`config.mk`:
```
export PLATFORM = sky130hd
export DESIGN_NAME = idw_identify_mid
export DESIGN_NICKNAME = d
export VERILOG_FILES = /design/src/hw/idw_pkg.sv /design/src/hw/idw_identify_mid.sv
export SDC_FILE = /design/constraint.sdc
export NUM_CORES = 1
export LEC_CHECK = 0
export CORE_MARGIN = 2
export CORE_UTILIZATION = 25
export CTS_CLUSTER_SIZE = 30
export DETAILED_ROUTE_END_ITERATION = 8
export DONT_BUFFER_PORTS = 1
export SLEW_MARGIN = 5
export SYNTH_ARGS = -nofsm -noshare
export SYNTH_HDL_FRONTEND = slang
export SYNTH_SLANG_ARGS = --single-unit
```
`constraint.sdc`:
```
create_clock -name clk -period 4.4 [get_ports clk]
set_input_delay 0.22 -clock clk [delete_from_list [all_inputs] [get_ports clk]]
set_output_delay 0.22 -clock clk [all_outputs]
set_load 0.03 [all_outputs]
```
`src/hw/idw_pkg.sv`:
```
// Constants for the identify-data words 88 to 96 and their APB configuration registers.
// Assumes a 32-bit APB with word-aligned registers; byte address is four times the index.
//
// Contract
// - Low byte of word 88 reports Ultra DMA modes 0-6 supported, reads 7F.
// - High byte of word 88 shows the active Ultra DMA mode; bit 15 zero.
// - Erase time word: bit 15 picks 15-bit time, else 8-bit time, 14:8 zero.
// - Normal erase time field times two gives minutes.
// - Word 90 reports enhanced erase time with the same format choice.
// - Word 91 returns the current power level, default 00FE.
// - Word 92 returns the password revision code FFFE.
// - Word 95 gives streaming request size, power of two, at least eight.
// - Word 96 times granularity over 65536 gives streaming transfer time.
// - Word 96 reads zero when streaming is not supported.
// - Words 98 and 99 hold the streaming granularity value; here it sits only in config registers 87h and 88h.
// - Streaming support bit 4 decides whether streaming words are nonzero.
package idw_pkg;

  // Bus geometry
  localparam int unsigned ADDR_W = 12;
  localparam int unsigned DATA_W = 32;
  localparam int unsigned WORD_W = 16;

  // Word indices of the identify words
  localparam logic [7:0] IDX_UDMA = 8'h58;
  localparam logic [7:0] IDX_ERASE_N = 8'h59;
  localparam logic [7:0] IDX_ERASE_E = 8'h5a;
  localparam logic [7:0] IDX_POWER = 8'h5b;
  localparam logic [7:0] IDX_PWREV = 8'h5c;
  localparam logic [7:0] IDX_LINKRST = 8'h5d;
  localparam logic [7:0] IDX_RSVD = 8'h5e;
  localparam logic [7:0] IDX_STREQ = 8'h5f;
  localparam logic [7:0] IDX_XFER = 8'h60;

  // Word indices of the firmware configuration and status registers
  localparam logic [7:0] IDX_CFG_UDMA = 8'h80;
  localparam logic [7:0] IDX_CFG_ERASE_N = 8'h81;
  localparam logic [7:0] IDX_CFG_ERASE_E = 8'h82;
  localparam logic [7:0] IDX_CFG_POWER = 8'h83;
  localparam logic [7:0] IDX_CFG_PWREV = 8'h84;
  localparam logic [7:0] IDX_CFG_STREAM = 8'h85;
  localparam logic [7:0] IDX_CFG_XFER = 8'h86;
  localparam logic [7:0] IDX_CFG_GRAN_LO = 8'h87;
  localparam logic [7:0] IDX_CFG_GRAN_HI = 8'h88;
  localparam logic [7:0] IDX_STATUS = 8'h89;

  // Reset values
  localparam logic [15:0] RST_POWER = 16'h00FE;
  localparam logic [15:0] RST_PWREV = 16'hFFFE;
  localparam logic [15:0] RST_ZERO = 16'h0000;
  localparam logic [3:0] RST_UDMA_CFG = 4'h0;
  localparam logic [4:0] RST_STREAM_CFG = 5'h03;

  // Field positions and values
  localparam logic [7:0] UDMA_SUPPORTED = 8'h7F;
  localparam logic [2:0] UDMA_MODE_MAX = 3'h6;
  localparam int unsigned UDMA_ACT_EN_BIT = 3;
  localparam int unsigned ERASE_EXT_BIT = 15;
  localparam logic [16:0] ERASE_SHORT_MAX = 17'h0_00FF;
  localparam logic [16:0] ERASE_EXT_MAX = 17'h0_7FFF;
  localparam int unsigned STREAM_SUP_BIT = 4;
  localparam logic [3:0] STREAM_LOG2_MIN = 4'h3;
  localparam int unsigned XFER_SCALE = 65536;

  // Status register bit positions
  localparam int unsigned ST_STREAM_SUP = 0;
  localparam int unsigned ST_UDMA_ACTIVE = 1;
  localparam int unsigned ST_ERASE_N_EXT = 2;
  localparam int unsigned ST_ERASE_E_EXT = 3;
  localparam int unsigned ST_STREQ_CLAMP = 4;
  localparam int unsigned ST_UDMA_BADMODE = 5;

endpackage : idw_pkg

```
`src/hw/idw_identify_mid.sv`:
```
// APB register bank that serves identify-data words 88 to 96 and their config.
// Assumes an APB4 master on the same clock; drive firmware fills the config registers,
// the link logic reads the identify words at their own addresses below the config block.
//
// Decided for this implementation: the APB interface to the registers.
`timescale 1ns/1ps

module idw_identify_mid
  import idw_pkg::*;
(
  input wire logic clk,
  input wire logic reset,
  input wire logic [ADDR_W-1:0] paddr,
  input wire logic psel,
  input wire logic penable,
  input wire logic pwrite,
  input wire logic [DATA_W-1:0] pwdata,
  input wire logic [3:0] pstrb,
  output logic [DATA_W-1:0] prdata,
  output logic pready,
  output logic pslverr,
  output logic [WORD_W-1:0] powerLevelSetting,
  output logic [6:0] udmaActiveOneHot,
  output logic streamingSupported
);

  ////////////////////////////////////////////////////////////////////////////////
  // Helper functions

  // Minutes to erase-time word; rounds up to whole two-minute units
  function automatic logic [15:0] eraseWord(input logic [15:0] minutes);
    logic [16:0] units;
    units = ({1'b0, minutes} + 17'h0_0001) >> 1;
    if (units <= ERASE_SHORT_MAX) begin
      eraseWord = {8'h00, units[7:0]};
    end else if (units > ERASE_EXT_MAX) begin
      eraseWord = 16'hFFFF; // Saturate rather than wrap
    end else begin
      eraseWord = {1'b1, units[14:0]};
    end
  endfunction : eraseWord

  // Whether a minutes value needs the extended format
  function automatic logic eraseIsExt(input logic [15:0] minutes);
    logic [15:0] w;
    w = eraseWord(minutes);
    eraseIsExt = w[ERASE_EXT_BIT];
  endfunction : eraseIsExt

  // Mode number to one-hot; modes past 6 give no active bit
  function automatic logic [6:0] udmaOneHot(input logic [3:0] cfg);
    udmaOneHot = 7'h00;
    if (cfg[UDMA_ACT_EN_BIT] && (cfg[2:0] <= UDMA_MODE_MAX)) begin
      udmaOneHot = 7'h01 << cfg[2:0];
    end
  endfunction : udmaOneHot

  // Clamp of the request-size exponent to the eight-sector floor
  function automatic logic [3:0] streqLog2(input logic [3:0] raw);
    streqLog2 = (raw < STREAM_LOG2_MIN) ? STREAM_LOG2_MIN : raw;
  endfunction : streqLog2

  // Byte-lane merge of a 16-bit config register
  function automatic logic [15:0] laneMerge(
    input logic [15:0] old,
    input logic [DATA_W-1:0] wd,
    input logic [3:0] strb
  );
    laneMerge = old;
    if (strb[0]) begin
      laneMerge[7:0] = wd[7:0];
    end
    if (strb[1]) begin
      laneMerge[15:8] = wd[15:8];
    end
  endfunction : laneMerge

  ////////////////////////////////////////////////////////////////////////////////
  // Bus phase decode

  // Decoded view of the current APB cycle
  logic [7:0] index;
  logic alignedOk;
  logic setupPhase;
  logic accessPhase;
  logic writeCommit;

  // Upper address bits beyond the index must be zero, low two bits ignored
  assign index = paddr[9:2];
  assign alignedOk = (paddr[ADDR_W-1:10] == 2'b00);
  assign setupPhase = psel && !penable;
  assign accessPhase = psel && penable;
  // Zero wait states, so every access phase completes at once
  assign pready = accessPhase;
  assign writeCommit = accessPhase && pwrite;

  ////////////////////////////////////////////////////////////////////////////////
  // Configuration registers written by drive firmware

  // Raw settings; the identify words are built from all of these but the two granularity registers
  logic [3:0] udmaCfg_reg;
  logic [15:0] eraseNormMin_reg;
  logic [15:0] eraseEnhMin_reg;
  logic [15:0] power_reg;
  logic [15:0] pwRev_reg;
  logic [4:0] streamCfg_reg;
  logic [15:0] xferTime_reg;
  logic [15:0] granLo_reg;
  logic [15:0] granHi_reg;
  logic cfgWriteHit;

  assign cfgWriteHit = writeCommit && alignedOk;

  // Active Ultra DMA mode selection
  always_ff @(posedge clk or posedge reset) begin
    if (reset) begin
      udmaCfg_reg <= RST_UDMA_CFG;
    end else if (cfgWriteHit && (index == IDX_CFG_UDMA) && pstrb[0]) begin
      udmaCfg_reg <= pwdata[3:0];
    end
  end

  // Normal erase duration in minutes; the word format is derived, not stored
  always_ff @(posedge clk or posedge reset) begin
    if (reset) begin
      eraseNormMin_reg <= RST_ZERO;
    end else if (cfgWriteHit && (index == IDX_CFG_ERASE_N)) begin
      eraseNormMin_reg <= laneMerge(eraseNormMin_reg, pwdata, pstrb);
    end
  end

  // Enhanced erase duration in minutes, same scheme as the normal one
  always_ff @(posedge clk or posedge reset) begin
    if (reset) begin
      eraseEnhMin_reg <= RST_ZERO;
    end else if (cfgWriteHit && (index == IDX_CFG_ERASE_E)) begin
      eraseEnhMin_reg <= laneMerge(eraseEnhMin_reg, pwdata, pstrb);
    end
  end

  // Power level; firmware updates it when the host changes the setting
  always_ff @(posedge clk or posedge reset) begin
    if (reset) begin
      power_reg <= RST_POWER;
    end else if (cfgWriteHit && (index == IDX_CFG_POWER)) begin
      power_reg <= laneMerge(power_reg, pwdata, pstrb);
    end
  end

  // Password revision; stays at its reset code unless firmware overrides it
  always_ff @(posedge clk or posedge reset) begin
    if (reset) begin
      pwRev_reg <= RST_PWREV;
    end else if (cfgWriteHit && (index == IDX_CFG_PWREV)) begin
      pwRev_reg <= laneMerge(pwRev_reg, pwdata, pstrb);
    end
  end

  // Streaming support bit and request-size exponent
  always_ff @(posedge clk or posedge reset) begin
    if (reset) begin
      streamCfg_reg <= RST_STREAM_CFG;
    end else if (cfgWriteHit && (index == IDX_CFG_STREAM) && pstrb[0]) begin
      streamCfg_reg <= pwdata[4:0];
    end
  end

  // Transfer time and granularity, kept together since they scale each other
  always_ff @(posedge clk or posedge reset) begin
    if (reset) begin
      xferTime_reg <= RST_ZERO;
      granLo_reg <= RST_ZERO;
      granHi_reg <= RST_ZERO;
    end else if (cfgWriteHit) begin
      if (index == IDX_CFG_XFER) begin
        xferTime_reg <= laneMerge(xferTime_reg, pwdata, pstrb);
      end
      if (index == IDX_CFG_GRAN_LO) begin
        granLo_reg <= laneMerge(granLo_reg, pwdata, pstrb);
      end
      if (index == IDX_CFG_GRAN_HI) begin
        granHi_reg <= laneMerge(granHi_reg, pwdata, pstrb);
      end
    end
  end

  ////////////////////////////////////////////////////////////////////////////////
  // Identify word assembly

  // Intermediate values, one per identify slot
  logic streamOn;
  logic [6:0] udmaAct;
  logic [3:0] streqExp;
  logic [15:0] wordUdma;
  logic [15:0] wordEraseN;
  logic [15:0] wordEraseE;
  logic [15:0] wordStreq;
  logic [15:0] wordXfer;
  logic [15:0] wordStatus;

  assign streamOn = streamCfg_reg[STREAM_SUP_BIT];
  assign udmaAct = udmaOneHot(udmaCfg_reg);
  assign streqExp = streqLog2(streamCfg_reg[3:0]);

  // Reserved bits 15 and 7 forced low by construction
  assign wordUdma = {1'b0, udmaAct, UDMA_SUPPORTED};
  assign wordEraseN = eraseWord(eraseNormMin_reg);
  assign wordEraseE = eraseWord(eraseEnhMin_reg);
  // Power of two only; the host aligns its start LBA to this size
  assign wordStreq = streamOn ? (16'h0001 << streqExp) : RST_ZERO;
  // Raw value; the host scales by granularity over 65536
  assign wordXfer = streamOn ? xferTime_reg : RST_ZERO;

  // Firmware-visible summary of how the words were built
  always_comb begin
    wordStatus = RST_ZERO;
    wordStatus[ST_STREAM_SUP] = streamOn;
    wordStatus[ST_UDMA_ACTIVE] = |udmaAct;
    wordStatus[ST_ERASE_N_EXT] = eraseIsExt(eraseNormMin_reg);
    wordStatus[ST_ERASE_E_EXT] = eraseIsExt(eraseEnhMin_reg);
    wordStatus[ST_STREQ_CLAMP] = (streamCfg_reg[3:0] < STREAM_LOG2_MIN);
    wordStatus[ST_UDMA_BADMODE] = udmaCfg_reg[UDMA_ACT_EN_BIT]
                                  && (udmaCfg_reg[2:0] > UDMA_MODE_MAX);
  end

  ////////////////////////////////////////////////////////////////////////////////
  // Read mux and error decode

  // Selected word and whether the index is mapped
  logic [15:0] readWord;
  logic readHit;
  logic writeOk;

  // Identify words are readable only; config is read-write; status read-only
  always_comb begin
    readWord = RST_ZERO;
    readHit = 1'b1;
    writeOk = 1'b0;
    case (index)
      IDX_UDMA: readWord = wordUdma;
      IDX_ERASE_N: readWord = wordEraseN;
      IDX_ERASE_E: readWord = wordEraseE;
      IDX_POWER: readWord = power_reg;
      IDX_PWREV: readWord = pwRev_reg;
      IDX_LINKRST: readWord = RST_ZERO;
      IDX_RSVD: readWord = RST_ZERO;
      IDX_STREQ: readWord = wordStreq;
      IDX_XFER: readWord = wordXfer;
      IDX_CFG_UDMA: begin
        readWord = {12'h000, udmaCfg_reg};
        writeOk = 1'b1;
      end
      IDX_CFG_ERASE_N: begin
        readWord = eraseNormMin_reg;
        writeOk = 1'b1;
      end
      IDX_CFG_ERASE_E: begin
        readWord = eraseEnhMin_reg;
        writeOk = 1'b1;
      end
      IDX_CFG_POWER: begin
        readWord = power_reg;
        writeOk = 1'b1;
      end
      IDX_CFG_PWREV: begin
        readWord = pwRev_reg;
        writeOk = 1'b1;
      end
      IDX_CFG_STREAM: begin
        readWord = {11'h000, streamCfg_reg};
        writeOk = 1'b1;
      end
      IDX_CFG_XFER: begin
        readWord = xferTime_reg;
        writeOk = 1'b1;
      end
      IDX_CFG_GRAN_LO: begin
        readWord = granLo_reg;
        writeOk = 1'b1;
      end
      IDX_CFG_GRAN_HI: begin
        readWord = granHi_reg;
        writeOk = 1'b1;
      end
      IDX_STATUS: readWord = wordStatus;
      default: readHit = 1'b0;
    endcase
    if (!alignedOk) begin
      readWord = RST_ZERO;
      readHit = 1'b0;
      writeOk = 1'b0;
    end
  end

  ////////////////////////////////////////////////////////////////////////////////
  // Registered answer, captured in the setup cycle

  // Answer as it would stand if this were the setup cycle
  logic [DATA_W-1:0] prdata_next;
  logic pslverr_next;

  // Upper half always zero; a write returns zero data
  assign prdata_next = pwrite ? 32'h0000_0000 : {16'h0000, readWord};
  // Write to a read-only word or any unmapped access is refused
  assign pslverr_next = pwrite ? !writeOk : !readHit;

  // Captured one cycle early so the access phase answers with flop outputs
  always_ff @(posedge clk or posedge reset) begin
    if (reset) begin
      prdata <= 32'h0000_0000;
      pslverr <= 1'b0;
    end else if (setupPhase) begin
      prdata <= prdata_next;
      pslverr <= pslverr_next;
    end
  end

  ////////////////////////////////////////////////////////////////////////////////
  // Side outputs toward the rest of the controller

  // Power level copy; one cycle behind the register, so downstream sees a flop
  always_ff @(posedge clk or posedge reset) begin
    if (reset) begin
      powerLevelSetting <= RST_POWER;
    end else begin
      powerLevelSetting <= power_reg;
    end
  end

  // Active mode one-hot for the link layer
  always_ff @(posedge clk or posedge reset) begin
    if (reset) begin
      udmaActiveOneHot <= 7'h00;
    end else begin
      udmaActiveOneHot <= udmaAct;
    end
  end

  // Streaming support flag for the command decoder
  always_ff @(posedge clk or posedge reset) begin
    if (reset) begin
      streamingSupported <= 1'b0;
    end else begin
      streamingSupported <= streamOn;
    end
  end

endmodule : idw_identify_mid

```
== After elaboration in Yosys (flattened, before gate mapping) ==
Index checks and enable logic that the tools add are counted.
Storage, ports and cells
  word-level logic and storage cells: 104
  output and inout port bits: 58
  register bits after elaboration: 178
Operators by class
  $add $sub $neg: 2
  $lt $le $gt $ge: 7
  reduce and logical (&&, ||, !) cells: 37
  mux-type cells: 16
  eq/ne operators: 19
  shift operators: 2
Operators by type and width (count)
  $pmux W16 S15: 1
  $mux W16: 6
  $eq A8 B8 Y1 const B: 10
  $eq A8 B7 Y1 const B: 9
  $add A16 B1 Y17 const B: 2
  $gt A16 B15 Y1 const B: 2
  $le A16 B8 Y1 const B: 2
  $mux W15: 2
  $reduce_or A19 Y1: 1
  $reduce_and A3 Y1: 6
  $reduce_and A2 Y1: 8
  $shl A1 B4 Y16 const A: 1
  $logic_and A1 B1 Y1: 14
  $reduce_or A9 Y1: 1
  $mux W7: 1
  $reduce_or A7 Y1: 1
  $shl A1 B3 Y7 const A: 1
  $mux W1: 5
  $lt A4 B2 Y1 const B: 1
  $mux W4: 1
  $reduce_or A2 Y1: 2
  $gt A3 B3 Y1 const B: 1
  $le A3 B3 Y1 const B: 1
  $logic_not A1 Y1: 3
  $logic_not A2 Y1: 1

== Depth between registers and ports, before layout ==
Gate-level depths: netlist of the first run.
  depth in word-level cells: 7
  depth in mapped cells: 10

== Least setup slack after synthesis of the first run ==
OpenSTA, ideal clock, no wires.
  path kind: input -> register
  start point: in paddr[6]
  end point: reg power_reg[10]
  slack: 2.013 ns
  required time: 4.275 ns
  buffers on the path: 3
  arrival: 2.262 ns
  cell stages on the path: 7
  cell sequence: buf_6 -> or4b_1 -> buf_2 -> or3_4 -> buf_6 -> nor3_4 -> mux2_4
Between the ends
  cells in the longest elaborated chain, start to end: 3
RTL lines
  start, declared: line idw_identify_mid.sv:13  | input wire logic [ADDR_W-1:0] paddr,
  $eq A8 B8 Y1: line idw_identify_mid.sv:145  | end else if (cfgWriteHit && (index == IDX_CFG_POWER)) begin
  $logic_and A1 B1 Y1: line idw_identify_mid.sv:145
  $reduce_and A2 Y1 (no line)
  end signal, assigned: line idw_identify_mid.sv:146  | power_reg <= laneMerge(power_reg, pwdata, pstrb);
  end, declared: line idw_identify_mid.sv:104  | logic [15:0] power_reg;
Every way passes these cells.
A chain may end at the register's enable or synchronous reset.

== Final worst setup path of the first run ==
  start point: reg eraseEnhMin_reg[0]
  end point: reg prdata[2]
Between the ends
  cells in the longest elaborated chain, start to end: 7
  elaborated cells on any way between the ends: 8
  those cells by class: add/sub (1); order compare (2); mux (5)
RTL lines
  start, declared: line idw_identify_mid.sv:103  | logic [15:0] eraseEnhMin_reg;
  start signal, assigned: line idw_identify_mid.sv:137  | eraseEnhMin_reg <= laneMerge(eraseEnhMin_reg, pwdata, pstrb);
  $add A16 B1 Y17 (*): line idw_identify_mid.sv:33  | units = ({1'b0, minutes} + 17'h0_0001) >> 1;
  $gt A16 B15 Y1: line idw_identify_mid.sv:36  | end else if (units > ERASE_EXT_MAX) begin
  $mux W15: line idw_identify_mid.sv:36
  $mux W16 (*): line idw_identify_mid.sv:34  | if (units <= ERASE_SHORT_MAX) begin
  $pmux W16 S15 (*): line idw_identify_mid.sv:239  | case (index)
  $mux W16 (*): line idw_identify_mid.sv:288  | if (!alignedOk) begin
  $mux W16 (*): line idw_identify_mid.sv:303  | assign prdata_next = pwrite ? 32'h0000_0000 : {16'h0000, readWord};
  end signal, assigned: line idw_identify_mid.sv:313  | prdata <= prdata_next;
  end, declared: line idw_identify_mid.sv:19  | output logic [DATA_W-1:0] prdata,
Every way passes the cells marked *; elsewhere a longest branch is shown, timed or not.

==> results of run 1 <==
[Yosys cell counts (all sizes together), types with 5 or more instances]
master and number:
a21oi 40, a221o 7, a221oi 10, a22oi 10
a31oi 7, a32oi 7, and3 8, buf 30
clkbuf 35, dfrtp 131, dfstp 31, inv 7
mux2 119, mux2i 9, nand2 70, nand2b 12
nand3 40, nand4 21, nor2 41, nor2b 5
nor3 36, nor4 9, o211ai 11, o21ai 32
or3 8, or4 5, xnor2 14, xor2 5
[how the worst max path moves through the flow]
stage                          endpoint               start  cells past startpoint
after floorplan           power_reg[10]            paddr[6]                      7
after global placement       prdata[14]            paddr[6]                      7
after detailed placement     prdata[14]            paddr[6]                      7
after CTS                     prdata[2]  eraseEnhMin_reg[0]                      8
after global routing          prdata[2]  eraseEnhMin_reg[1]                      8
final                         prdata[2]  eraseEnhMin_reg[0]                      8
[metal layers]
layer	vias to the layer above	wire length [µm]
li1	3050	-
met1	3513	13000
met2	337	13300
met3	80	2240
met4	2	1200
met5	-	13
[cells by family after synthesis]
logic type / count (synthesis) / synth area share
compound gates: 163 / 0.132
xor+xnor: 19 / 0.0189
fa+ha+maj: 2 / 0.00284
buf+inv: 73 / 0.0414
flops: 162 / 0.465
mux: 128 / 0.169
other cells: 1 / 0.000426
simple gates: 277 / 0.171
[report_power, final]
group / leakage [µW] / switching (µW) / internal [µW]
logic: 0.00160 / 115 / 32.4
registers: 0.00213 / 7.64 / 1500
clock network: 0.000317 / 657 / 1020
total: 0.00405 / 780 / 2550
[stage by stage]
step	instance area [µm²]	total power [µW]
floorplan	8860	1640
global placement	9180	1640
detailed placement	9180	1640
CTS	10000	3350
global route	10000	3430
finish	10000	3330
[layout make-up]
type,instances,share of cell area
Inverter,8,0.00337
Clock inverter,13,0.0220
Multi-Input combinational cell,605,0.441
Sequential cell,162,0.409
Tap cell,455,0.0568
Clock buffer,19,0.0432
Antenna cell,1,0.000250
Timing Repair Buffer,26,0.0252
==> reports/summary.txt, run 1 <==
number of enable flip-flop cells after synthesis - 0
Worst-Margin Slew - 0.960 ns
crit path time final - 2.93 ns
postcts setup bufs - 0
setup TNS - 0 ns
reg2reg end - prdata[2]
Chip Height - 192 µm
Final Setup Violations - 0
# rows - 68
P per Cell Area - 332 nW/µm²
Crit Path Max Fanout - 6
largest net degree at the start of global routing - 151
R2R depth - 8
DRT antenna net count - 0
GR Overflow Total - 0
worst slack, placed - 1.47 ns
Root Driver - clkbuf_16
Max clock buf depth - 2
Port Buffers - 0
post-DR wirelength/cell - 23.1 µm
most common cell after layout, fill and taps aside - dfrtp_1
post-synthesis cell area - 8800 µm²
Multi-input gate area - 4410 µm²
FMAX - 342 MHz
CP dominant cell by count - a21oi_1
hold endpoint - prdata[0]
Num CTS Buffers - 17
1st-iter DRT viols - 834
commonest cells after routing, fill and taps aside - dfrtp_1 (131), mux2_2 (79), nand2_1 (69), nor2_1 (40), nand3_1 (40)
CTS sink cnt - 162
Slew Viols, Final - 0
syn avg cell area - 10.7 µm²
cell accounting for the most synthesized area - dfrtp_1
initial antenna violation count - 4
run status - completed
type of the worst min-delay path - in2reg
Layout Cells excl Fill - 1,289
global-route wire length before repair - 45,300 µm
P&R area growth vs syn - 13.8%
Core Util, Final - 0.289
Final Skew - 0.00776 ns
met1 Use GR - 0.223
global-route met3 utilization - 0.0418
htree depth - 4
r2r setup slk - 1.47 ns
die area - 36,700 µm²
HP Start - paddr[3]
Via density - 5.42
TritonRoute pass-1 iters - 5
HPWL after DPL - 21,200 µm
ranking of synthesized cells by area - dfrtp_1 (37%), mux2_2 (10%), dfstp_2 (9.3%)
CP required - 4.78 ns
Slew headroom - 0.359
Yosys warning count - 0
Routed WL - 29,700 µm
Max rail drop VDD - 0.262 mV
# DRC - 0
Hold Path Depth - 2
crit share post-route - 0.665
CTS tree - yes
crit-path cells - ha_1 > nand4_1 > nor4_1 > nand2b_1 > a21oi_1 > a221oi_1 > a21oi_1 > a211o_1
CP Class - reg2reg
Crit path max-delay family - simple AND/OR/NAND/NOR gates
R2R Path Start - eraseEnhMin_reg[0]
Crit path largest cell delay - 0.80 ns
core area - 34,600 µm²
met2 Use GR - 0.252
global routing's busiest layer - met2
Static Leak - 0.00405 µW
Post-synth ARST share - 1.00
share of cells above drive strength 1 - 0.226
WHS - 0.0838 ns
register area share after synthesis - 0.465
I/O Pins - 111
CP Capture Type - flop
Synth cell types - 75
CP max stage cell - nor4_1
Yosys top cell area share - 0.372
ys flop type - dfrtp_1
Clock transition at path regs - 0.07 ns
vias in the first global route - 6,855
Filler cells - 3,596
Syn Inst Count - 825
Via Count - 6,982
FF+latch count, synth - 162
buffers and inverters on the worst path - 0
die width - 192 µm
Skew-Pair Late Insertion Delay - 0.44 ns
# hold bufs at CTS - 18
Worst Path Arrival - 3.31 ns
Placed Cells - 1,238
maxcap violations - 0
final setup margin - 1.47 ns
crit path launch type - flop
Final nets - 875
RSZ-0062 raised after global routing - no
Fin. Hold Viols - 0
Total GRT Usage - 0.167
Sequential Area - 4090 µm²
GPL Wtd Cong - 0.940
initial core utilization - 0.254
post-CTS resize count - 0
(Power assumes the default switching activity.)
==> inputs of run 2 (changes only) <==
- ABC_AREA: default -> 1
- clock period: 4.4 -> 2.5 ns (I/O delays scaled with it)
==> reports/summary.txt, run 2 <==
run status - completed
Via density - 4.78
GR Overflow Total - 0
TritonRoute pass-1 iters - 6
share of cells above drive strength 1 - 0.103
ys flop type - dfrtp_1
Multi-input gate area - 4020 µm²
CTS tree - yes
crit path launch type - flop
Worst-Margin Slew - 0.688 ns
r2r setup slk - 0.31 ns
FF+latch count, synth - 162
core area - 34,500 µm²
GPL Wtd Cong - 0.934
ranking of synthesized cells by area - dfrtp_1 (38%), nand2_1 (19%), dfstp_2 (9.3%)
crit share post-route - 0.877
Skew-Pair Late Insertion Delay - 0.44 ns
P per Cell Area - 558 nW/µm²
post-synthesis cell area - 8730 µm²
P&R area growth vs syn - 13.6%
# DRC - 0
# rows - 68
Final nets - 1,256
Placed Area - 9280 µm²
commonest cells after routing, fill and taps aside - nand2_1 (442), o21ai_0 (131), dfrtp_1 (131), nor2_1 (95), inv_1 (93)
Static Leak - 0.00455 µW
Final Setup Violations - 0
setup TNS - 0 ns
type of the worst min-delay path - in2reg
cell accounting for the most synthesized area - dfrtp_1
Final Skew - 0.0136 ns
global-route wire length before repair - 44,800 µm
Chip Height - 191 µm
Max rail drop VDD - 0.411 mV
count leader, synth - nand2_1
FMAX - 456 MHz
Slew headroom - 0.541
Synth cell types - 38
vias in the first global route - 7,605
Max clock buf depth - 2
Clock transition at path regs - 0.08 ns
CP Class - reg2reg
number of enable flip-flop cells after synthesis - 0
Fin. Hold Viols - 0
Crit Path Max Fanout - 5
HP Start - pwdata[9]
register area share after synthesis - 0.469
largest net degree at the start of global routing - 94
Worst Path Arrival - 2.57 ns
R2R Path Start - eraseNormMin_reg[1]
Via Count - 7,988
Slew Viols, Final - 0
htree depth - 4
post-DR wirelength/cell - 17.4 µm
Port Buffers - 0
Sequential Area - 4090 µm²
total chip power - 5530 µW
Root Driver - clkbuf_16
crit path time final - 2.19 ns
1st-iter DRT viols - 835
HPWL after DPL - 22,000 µm
post-CTS resize count - 0
Filler cells - 3,777
Core Util, Final - 0.288
final instance area - 9910 µm²
I/O Pins - 111
Routed WL - 29,100 µm
CP required - 2.88 ns
CP Capture Type - flop
syn avg cell area - 7.34 µm²
Synth top cells by count - nand2_1 (442), dfrtp_1 (131), o21ai_0 (131)
maxcap violations - 0
most common cell after layout, fill and taps aside - nand2_1
Post-synth ARST share - 1.00
initial core utilization - 0.253
CTS sink cnt - 162
initial antenna violation count - 0
DRT antenna net count - 0
Yosys warning count - 0
die width - 191 µm
Crit. Startpoint - eraseNormMin_reg[1]
Yosys top cell area share - 0.376
RSZ-0062 raised after global routing - no
Syn Inst Count - 1,189
die area - 36,400 µm²
Num CTS Buffers - 17
Total GRT Usage - 0.163
[run 2: cell type report]
cell class / count / area share
Timing Repair Buffer: 26 / 0.0230
Clock buffer: 18 / 0.0443
Antenna cell: 1 / 0.000253
Tap cell: 455 / 0.0574
Inverter: 106 / 0.0405
Sequential cell: 162 / 0.413
Multi-Input combinational cell: 888 / 0.405
Clock inverter: 14 / 0.0162
[run 2: cell families after synthesis]
group	after synthesis	synth area share
adder cells (fa/ha/maj)	2	0.00287
other	1	0.000430
XOR/XNOR	10	0.0100
buffers and inverters	154	0.0771
AND/OR/NAND/NOR	688	0.333
AO/OA/AOI/OAI	172	0.108
flip-flops	162	0.469
[run 2: worst paths after layout]
path / to / cells past startpoint
max reg2reg: prdata[4] / 12
max in group asynchronous: pwRev_reg[14] / 3
min: power_reg[9] / 2
max: prdata[4] / 12
min in group asynchronous: powerLevelSetting[6] / 2
min reg2reg: powerLevelSetting[7] / 0
[run 2: worst max-delay path, stage by stage (launching register included)]
cell	delay [ns]
dfrtp_1	0.41
ha_1	0.22
nand3_1	0.15
nor2_2	0.24
nand2_1	0.12
nor3_1	0.33
buf_4	0.20
o21ai_0	0.10
nand3_1	0.09
nor2_1	0.05
nand2_1	0.10
nand2_1	0.07
nand2_1	0.06
[run 2: power breakdown]
part,leakage (µW),internal (µW),total (µW),switching (µW)
clock,0.000295,1380,2670,1300
sequential,0.00215,2630,2640,9.22
combinational,0.00211,30.7,221,190
total,0.00455,4040,5530,1500
[run 2: layer usage]
metal / up-vias / GRT usage / wire [µm]
met2: 299 / 0.249 / 12900
met4: 0 / 0.0587 / 760
met3: 40 / 0.0392 / 2270
met5: - / 0 / 0
li1: 3835 / - / -
met1: 3814 / 0.224 / 13200
[run 2: through the flow]
stage	setup slack, ns	cells	hold slack [ns]
floorplan	0.343	1204	0.302
global placement	0.364	1634	0.139
detailed placement	0.362	1634	0.150
CTS	0.334	1669	0.0190
global route	0.0267	1669	0.0440
finish	0.308	1670	0.0106
[run 2: repair_timing]
action,in CTS,in global routing
setup buffers,0,0
endpoints found under the hold margin,137,0
hold buffers,3,0
